## src/design/smbus_cfg_pkg.sv

```systemverilog
/*
 * Constants and carrier types for the indexed block configuration port.
 * Assumes strap pins arrive already resolved to a three-level code.
 */
package smbus_cfg_pkg;

  // ***************************************************************
  // Tri-level strap encoding
  // ***************************************************************
  localparam logic [1:0] TRI_LOW = 2'h0;
  localparam logic [1:0] TRI_MID = 2'h1;
  localparam logic [1:0] TRI_HIGH = 2'h2;

  // Write-form bus address, entry i = high_strap * 3 + low_strap
  localparam logic [71:0] ADDR_TABLE = {8'hce, 8'hcc, 8'hca, 8'hc6,
    8'hc4, 8'hc2, 8'hde, 8'hda, 8'hd8};

  // ***************************************************************
  // PLL mode codes
  // ***************************************************************
  localparam logic [1:0] PLL_LO_BW = 2'h0;
  localparam logic [1:0] PLL_BYPASS = 2'h1;
  localparam logic [1:0] PLL_HI_BW = 2'h3;

  // ***************************************************************
  // Configuration byte 0 layout and reset
  // ***************************************************************
  localparam logic [7:0] CFG0_OFFSET = 8'h00;
  localparam int CFG0_MODE_RB_LSB = 6;
  localparam int CFG0_SRC_RB_BIT = 5;
  localparam int CFG0_OVR_BIT = 3;
  localparam int CFG0_MODE_LSB = 1;
  localparam int CFG0_SRC_BIT = 0;
  localparam logic [3:0] CFG0_CTRL_RESET = 4'h7;
  localparam logic [7:0] RD_COUNT_DEF = 8'h08;

  // ***************************************************************
  // Bit slot counts within one byte frame
  // ***************************************************************
  localparam logic [3:0] SLOT_LAST = 4'h8;
  localparam logic [3:0] SLOT_ACK = 4'h9;
  localparam logic [3:0] SLOT_NEXT = 4'ha;

  typedef struct packed {
    logic [1:0] addr_hi;
    logic [1:0] addr_lo;
    logic [1:0] pll_mode;
    logic input_b;
  } straps_t;

  typedef enum logic [2:0] {
    ST_IDLE, ST_ADDR, ST_INDEX, ST_COUNT, ST_WDATA, ST_TX, ST_IGNORE
  } port_state_t;

endpackage : smbus_cfg_pkg

```

## src/design/smbus_cfg_port.sv

```systemverilog
/*
 * SMBus target with indexed block write and block read of configuration
 * byte 0 (PLL mode and input source), address set by tri-level straps.
 * Assumes scl/sda already synchronous to clk_i and the bus wire resolved
 * outside from sda_oe_o; clk_i must oversample scl several times.
 */
// Contract
// The device acknowledges a start followed by its own write address.
// The index byte after the address is acknowledged and used as start.
// In a write the byte count after the index is acknowledged.
// Each of the X data bytes is acknowledged and stored consecutively.
// The host ends a block write with a stop after the last data ack.
// A read repeats start with the read address, which is acknowledged.
// On a read the device sends the byte count, then bytes from index N.
// The host acks each read byte, then not-acknowledge and stop.
// The bus address comes from two tri-level straps, nine choices.
// Byte 0 bits 7:6 and 5 read back the latched mode and source.
// Bit 3 picks straps or register bits 2:0; bit 0 set means input A.
// Bits 2 and 1 set PLL mode, reset to 1, effective under override.
// Under override bits 7:5 still show the strap-latched values.
// PLL mode 00 is low bandwidth, 01 bypass, 11 high bandwidth.
// Reserved bits read zero; a foreign address gets not-acknowledge.
`timescale 1ns/1ps
module smbus_cfg_port #(
  parameter logic [7:0] RD_COUNT = smbus_cfg_pkg::RD_COUNT_DEF
) (
  input wire logic clk_i,
  input wire logic arst_n_i,
  input wire logic scl_i,
  input wire logic sda_i,
  output logic sda_o,
  output logic sda_oe_o,
  input wire smbus_cfg_pkg::straps_t straps_i,
  output logic [1:0] pll_mode_o,
  output logic ref_input_b_sel_o
);
  import smbus_cfg_pkg::*;

  // ***************************************************************
  // Strap latch and effective controls
  // ***************************************************************
  logic latched_ff, nxt_latched;
  logic [7:0] own_addr_ff, nxt_own_addr;
  logic [1:0] strap_mode_ff, nxt_strap_mode;
  logic strap_src_ff, nxt_strap_src;
  logic [1:0] pll_mode_ff, nxt_pll_mode;
  logic src_b_ff, nxt_src_b;
  logic [3:0] ctrl_ff, nxt_ctrl;

  function automatic logic [1:0] tri_val(input logic [1:0] t);
    tri_val = (t == TRI_LOW) ? 2'h0 : (t == TRI_MID) ? 2'h1 : 2'h2;
  endfunction : tri_val
  function automatic logic [7:0] addr_lut(input straps_t s);
    logic [3:0] idx;
    idx = 4'({2'h0, tri_val(s.addr_hi)} * 4'h3) + {2'h0, tri_val(s.addr_lo)};
    addr_lut = ADDR_TABLE[idx*8 +: 8];
  endfunction : addr_lut
  function automatic logic [1:0] mode_lut(input logic [1:0] t);
    mode_lut = (t == TRI_LOW) ? PLL_LO_BW :
               (t == TRI_MID) ? PLL_BYPASS : PLL_HI_BW;
  endfunction : mode_lut

  always_comb begin
    nxt_latched = 1'b1;
    nxt_own_addr = own_addr_ff;
    nxt_strap_mode = strap_mode_ff;
    nxt_strap_src = strap_src_ff;
    // Straps are caught once, on the first edge after reset release
    if (!latched_ff) begin
      nxt_own_addr = addr_lut(straps_i);
      nxt_strap_mode = mode_lut(straps_i.pll_mode);
      nxt_strap_src = straps_i.input_b;
    end
    if (ctrl_ff[CFG0_OVR_BIT]) begin
      nxt_pll_mode = ctrl_ff[CFG0_MODE_LSB +: 2];
      nxt_src_b = ~ctrl_ff[CFG0_SRC_BIT];
    end else begin
      nxt_pll_mode = nxt_strap_mode;
      nxt_src_b = nxt_strap_src;
    end
  end

  always_ff @(posedge clk_i or negedge arst_n_i) begin
    if (!arst_n_i) begin
      latched_ff <= 1'b0;
      own_addr_ff <= 8'h00;
      strap_mode_ff <= PLL_LO_BW;
      strap_src_ff <= 1'b0;
      pll_mode_ff <= PLL_LO_BW;
      src_b_ff <= 1'b0;
    end else begin
      latched_ff <= nxt_latched;
      own_addr_ff <= nxt_own_addr;
      strap_mode_ff <= nxt_strap_mode;
      strap_src_ff <= nxt_strap_src;
      pll_mode_ff <= nxt_pll_mode;
      src_b_ff <= nxt_src_b;
    end
  end

  // Bits 7:5 always show the strap values, reserved bit 4 reads zero
  logic [7:0] cfg0_rd;
  assign cfg0_rd = {strap_mode_ff, strap_src_ff, 1'b0, ctrl_ff};
  logic [7:0] ptr_ff, nxt_ptr;
  logic [7:0] rd_byte;
  assign rd_byte = (ptr_ff == CFG0_OFFSET) ? cfg0_rd : 8'h00;
  // ***************************************************************
  // Bus protocol engine
  // ***************************************************************
  port_state_t state_ff, nxt_state;
  logic [3:0] slot_ff, nxt_slot;
  logic [7:0] shift_ff, nxt_shift;
  logic [7:0] cnt_ff, nxt_cnt;
  logic scl_q_ff, sda_q_ff;
  logic oe_ff, nxt_oe;

  logic scl_rise, scl_fall, bus_start, bus_stop, addr_hit, ack;
  assign scl_rise = scl_i & ~scl_q_ff;
  assign scl_fall = ~scl_i & scl_q_ff;
  assign bus_start = scl_i & scl_q_ff & sda_q_ff & ~sda_i;
  assign bus_stop = scl_i & scl_q_ff & ~sda_q_ff & sda_i;
  assign addr_hit = latched_ff && (shift_ff[7:1] == own_addr_ff[7:1]);
  always_comb begin
    nxt_state = state_ff;
    nxt_slot = slot_ff;
    nxt_shift = shift_ff;
    nxt_cnt = cnt_ff;
    nxt_oe = oe_ff;
    nxt_ptr = ptr_ff;
    nxt_ctrl = ctrl_ff;
    ack = 1'b1;
    if (bus_start) begin
      nxt_state = ST_ADDR;
      nxt_slot = 4'h0;
      nxt_oe = 1'b0;
    end else if (bus_stop) begin
      nxt_state = ST_IDLE;
      nxt_oe = 1'b0;
    end else begin
      case (state_ff)
        ST_IDLE, ST_IGNORE: begin
          nxt_oe = 1'b0;
        end
        ST_TX: begin
          if (scl_rise && slot_ff < SLOT_LAST) begin
            nxt_slot = slot_ff + 4'h1;
          end else if (scl_rise && slot_ff == SLOT_ACK) begin
            // Host not-acknowledge ends the read
            if (sda_i) begin
              nxt_state = ST_IGNORE;
            end else begin
              nxt_slot = SLOT_NEXT;
            end
          end else if (scl_fall && slot_ff == SLOT_LAST) begin
            nxt_oe = 1'b0;
            nxt_slot = SLOT_ACK;
          end else if (scl_fall && slot_ff == SLOT_NEXT) begin
            nxt_shift = rd_byte;
            nxt_oe = ~rd_byte[7];
            nxt_ptr = ptr_ff + 8'h01;
            nxt_slot = 4'h0;
          end else if (scl_fall && slot_ff inside {[4'h1:4'h7]}) begin
            nxt_shift = {shift_ff[6:0], 1'b0};
            nxt_oe = ~shift_ff[6];
          end
        end
        default: begin
          if (scl_rise && slot_ff < SLOT_LAST) begin
            nxt_shift = {shift_ff[6:0], sda_i};
            nxt_slot = slot_ff + 4'h1;
          end else if (scl_fall && slot_ff == SLOT_LAST) begin
            if (state_ff == ST_ADDR) begin
              ack = addr_hit;
            end else if (state_ff == ST_INDEX) begin
              nxt_ptr = shift_ff;
            end else if (state_ff == ST_COUNT) begin
              nxt_cnt = shift_ff;
            end else begin
              // Bytes beyond the announced count are refused
              ack = (cnt_ff != 8'h00);
              if (ack) begin
                if (ptr_ff == CFG0_OFFSET) begin
                  nxt_ctrl = shift_ff[3:0];
                end
                nxt_ptr = ptr_ff + 8'h01;
                nxt_cnt = cnt_ff - 8'h01;
              end
            end
            nxt_oe = ack;
            nxt_slot = SLOT_ACK;
            if (!ack) begin
              nxt_state = ST_IGNORE;
            end
          end else if (scl_fall && slot_ff == SLOT_ACK) begin
            nxt_oe = 1'b0;
            nxt_slot = 4'h0;
            case (state_ff)
              ST_ADDR: begin
                if (shift_ff[0]) begin
                  nxt_state = ST_TX;
                  nxt_shift = RD_COUNT;
                  nxt_oe = ~RD_COUNT[7];
                end else begin
                  nxt_state = ST_INDEX;
                end
              end
              ST_INDEX: nxt_state = ST_COUNT;
              ST_COUNT: nxt_state = ST_WDATA;
              default: nxt_state = ST_WDATA;
            endcase
          end
        end
      endcase
    end
  end

  always_ff @(posedge clk_i or negedge arst_n_i) begin
    if (!arst_n_i) begin
      state_ff <= ST_IDLE;
      slot_ff <= 4'h0;
      shift_ff <= 8'h00;
      cnt_ff <= 8'h00;
      oe_ff <= 1'b0;
      ptr_ff <= 8'h00;
      ctrl_ff <= CFG0_CTRL_RESET;
      scl_q_ff <= 1'b1;
      sda_q_ff <= 1'b1;
    end else begin
      state_ff <= nxt_state;
      slot_ff <= nxt_slot;
      shift_ff <= nxt_shift;
      cnt_ff <= nxt_cnt;
      oe_ff <= nxt_oe;
      ptr_ff <= nxt_ptr;
      ctrl_ff <= nxt_ctrl;
      scl_q_ff <= scl_i;
      sda_q_ff <= sda_i;
    end
  end

  // Open drain: the pad value is always low, only the enable moves
  assign sda_o = 1'b0 & oe_ff;
  assign sda_oe_o = oe_ff;
  assign pll_mode_o = pll_mode_ff;
  assign ref_input_b_sel_o = src_b_ff;

  // ***************************************************************
  // Checks
  // ***************************************************************
  logic ack_edge;
  assign ack_edge = scl_fall && slot_ff == SLOT_LAST;
endmodule : smbus_cfg_port

```

## config.mk

```make
export PLATFORM = sky130hd
export DESIGN_NAME = smbus_cfg_port
export DESIGN_NICKNAME = d
export VERILOG_FILES = /design/src/design/smbus_cfg_pkg.sv /design/src/design/smbus_cfg_port.sv
export SDC_FILE = /design/constraint.sdc
export NUM_CORES = 1
export LEC_CHECK = 0
export BUFFER_PORTS_ARGS = -buffer_cell sky130_fd_sc_hd__clkbuf_2
export CAP_MARGIN = 10
export CORE_ASPECT_RATIO = 0.6
export CORE_UTILIZATION = 45
export CTS_CLUSTER_DIAMETER = 80
export DETAILED_ROUTE_END_ITERATION = 7
export MAX_ROUTING_LAYER = met4
export PLACE_DENSITY = 0.64
export SKIP_CTS_REPAIR_TIMING = 1
export SYNTH_ARGS = -nofsm -noshare
export SYNTH_HDL_FRONTEND = slang
export SYNTH_SLANG_ARGS = --single-unit
```

## constraint.sdc

```tcl
create_clock -name clk_i -period 2.15 [get_ports clk_i]
set_input_delay 0.43 -clock clk_i [delete_from_list [all_inputs] [get_ports clk_i]]
set_output_delay 0.43 -clock clk_i [all_outputs]
set_load 0.01 [all_outputs]
```

==> impl_metrics.env <==
export IMPL_place_congestion=0.906
export IMPL_dieArea_um2=7760
export IMPL_remaining_drc_errors=0
export IMPL_clock_latency_ps=300
export IMPL_vdd_ir_drop_max_v=0.000573
export IMPL_setup_tns_ps=0
export IMPL_clk_path_buf_depth=2
export IMPL_num_vias=2866
export IMPL_fin_util=0.569
export IMPL_viasPerCell=5.86
export IMPL_dp_worst_setup_slack_ps=-186
export IMPL_start_util=0.482
export IMPL_ys_warn_count=0
export IMPL_synth_top_area_share=0.338
export IMPL_chipWidth_um=113
export IMPL_hpwlAfterDp_mm=6.15
export IMPL_reg2reg_to="shift_ff[7]"
export IMPL_rr_startpoint="scl_q_ff"
export IMPL_yosys_cell_types_count=71
export IMPL_wl_per_cell_um=17.1
export IMPL_p_per_area_nw_per_um2=865
export IMPL_drv_cap=0
export IMPL_n_antenna_cell=0
export IMPL_post_route_period_util=0.977
export IMPL_drive_above_1_share=0.256
export IMPL_final_min_clock_period_ps=2100
export IMPL_drtIter0Drc=223
export IMPL_drtPass1Iterations=5
export IMPL_overflow=0
export IMPL_reg2regPathDepth=6
export IMPL_final_nets=428
export IMPL_ys_seq_area_frac=0.377
export IMPL_hold_class="primary input to async pin"
export IMPL_io_pins=16
export IMPL_die_h_um=68.7
export IMPL_core_area_um2=6910
export IMPL_end_kind="flop"
export IMPL_r2r_setup_slack_ps=50
export IMPL_clkSinkCount=50
export IMPL_grt_pass1_vias=2634
export IMPL_startpoint_type="flop"
export IMPL_h_tree_depth=2
export IMPL_critical_path_class="flop to flop"
export IMPL_synthFlopType="dfrtp_1"
export IMPL_leakage_nw=1.80
export IMPL_cp_max_fo=8
export IMPL_slew_viol_final=0
export IMPL_cts_buffers=5
export IMPL_synth_area_per_cell_um2=9.20
export IMPL_syn_instance_count=362
export IMPL_tightest_slew_ps=527
export IMPL_synth_seq_cells=50
export IMPL_relSlewSlack=0.646
export IMPL_syn2layout_area_growth_pct=17.9
export IMPL_grt_max_degree=51
export IMPL_grtUsageTotal=0.239
export IMPL_grt_first_pass_wirelength_mm=13.6
export IMPL_fmax_ghz=0.476
export IMPL_ys_top_cells_by_area="dfrtp_1 (34%), ha_1 (5.6%), a21oi_1 (4.5%)"
export IMPL_setup_ws_ps=49.0
export IMPL_hold_viol_final=0
export IMPL_fin_skew_ps=11.0
export IMPL_clk_pin_slew_worst_paths_ps=70
export IMPL_totalWireLength_mm=8.36
export IMPL_cp_data_required_time_ps=2330
export IMPL_crit_arrival_ps=2280
export IMPL_ant_nets=0
export IMPL_antenna_found_initial=0
export IMPL_setup_viol=0
export IMPL_yosysTopAreaCell="dfrtp_1"
export IMPL_syn_area_um2=3330
export IMPL_async_reset_ff_frac=1.00
export IMPL_portBuffers=14
export IMPL_outcome="finished clean"
export IMPL_rows=23
export IMPL_clock_root_buffer="clkbuf_16"
export IMPL_syn_nets=389
export IMPL_cts_tree="yes"
export IMPL_synth_edf_count=0
cell usage in the layout (no fill, tap or decap), types with 5 or more instances in the layout:
cell type / n
a21oi_1: 30
a31oi_1: 8
and3_1: 6
buf_4: 33
clkbuf_16: 5
clkbuf_2: 14
dfrtp_1: 44
dfstp_2: 5
ha_1: 14
inv_1: 18
mux2_2: 10
mux2i_1: 6
nand2_1: 22
nand2b_1: 7
nand3_1: 10
nor2_1: 25
nor3_1: 8
nor3b_1: 5
o21ai_0: 30
o22a_1: 8
critical path, stage by stage (launching register included):
cell and delay (ps):
dfstp_2 570, and4bb_4 310, nand2_4 100, o311a_4 150
nor4_4 380, nand2_4 130, mux2_1 330
per-layer routing:
metal	up-vias	GRT usage	wire length (µm)
met5	-	-	0
met4	0	0.0493	62
met3	7	0.0594	552
met2	83	0.324	3280
met1	1374	0.352	4460
li1	1402	-	-
report_power, final:
part / leakage, nW / internal [mW] / switching, mW
Sequential: 0.633 / 1.08 / 0.208
Clock: 0.0712 / 0.435 / 0.360
Combinational: 1.10 / 0.588 / 0.723
registers in the layout, indices dropped and copies added, names as in the netlist:
name / count
sda_q_ff: 1
cnt_ff: 8
latched_ff: 1
ptr_ff: 8
strap_mode_ff: 2
own_addr_ff: 5
pll_mode_o: 2
slot_ff: 4
ref_input_b_sel_o: 1
ctrl_ff: 4
state_ff: 3
scl_q_ff: 1
strap_src_ff: 1
shift_ff: 8
sda_oe_o: 1
synth_stat cells (all sizes together), types with 4 or more instances:
master,instances
clkbuf,9
mux2i,6
a21oi,30
nor4,4
o21ai,34
and3,6
nand3,10
dfrtp,45
nand2b,7
nand2,24
nor2,27
or3,4
ha,15
buf,10
nor2b,4
nor3,10
a22oi,5
nor3b,7
o22a,8
inv,20
mux2,14
a31oi,8
o211ai,4
dfstp,5
logic make-up (layout without fill, tap and decap cells):
logic type,Yosys count,in the layout,synth area share
buffers and inverters,39,79,0.0544
xor gates and xnor gates,3,3,0.00789
and+or+nand+nor,119,119,0.206
other,2,2,0.00225
AOI/OAI and AO/OA,113,113,0.223
DFF,50,50,0.377
muxes,20,20,0.0665
adders and majority gates,16,16,0.0623
worst max-delay path by stage:
| stage | to | startpoint | slack [ps] |
|---|---|---|---|
| finish | shift_ff[7] | scl_q_ff | 50 |
| global route | slot_ff[0] | scl_q_ff | -10 |
| CTS | slot_ff[3] | scl_q_ff | 10 |
| detailed placement | own_addr_ff[1] | straps_i[5] | -190 |
| global placement | own_addr_ff[2] | straps_i[5] | -140 |
| floorplan | own_addr_ff[1] | straps_i[5] | 20 |
layout make-up:
type                    count  area, µm²
flip-flops and latches     50       1260
repair buffers             51        382
multi-input cells         273       1960
inverters                  20       75.1
fillers                   623       2980
well taps                  87        109
clock inverters             2       13.8
clock buffers               6        129
per-stage QoR:
step                hold WS (ps)  total power [mW]  cells  area, µm²
CTS                          129              3.30    482       3800
detailed placement           447              2.48    474       3660
floorplan                    134              2.06    362       3330
finish                       108              3.40    489       3930
global route                 157              3.61    489       3930
global placement             451              2.46    474       3660
(Power assumes the default switching activity.)
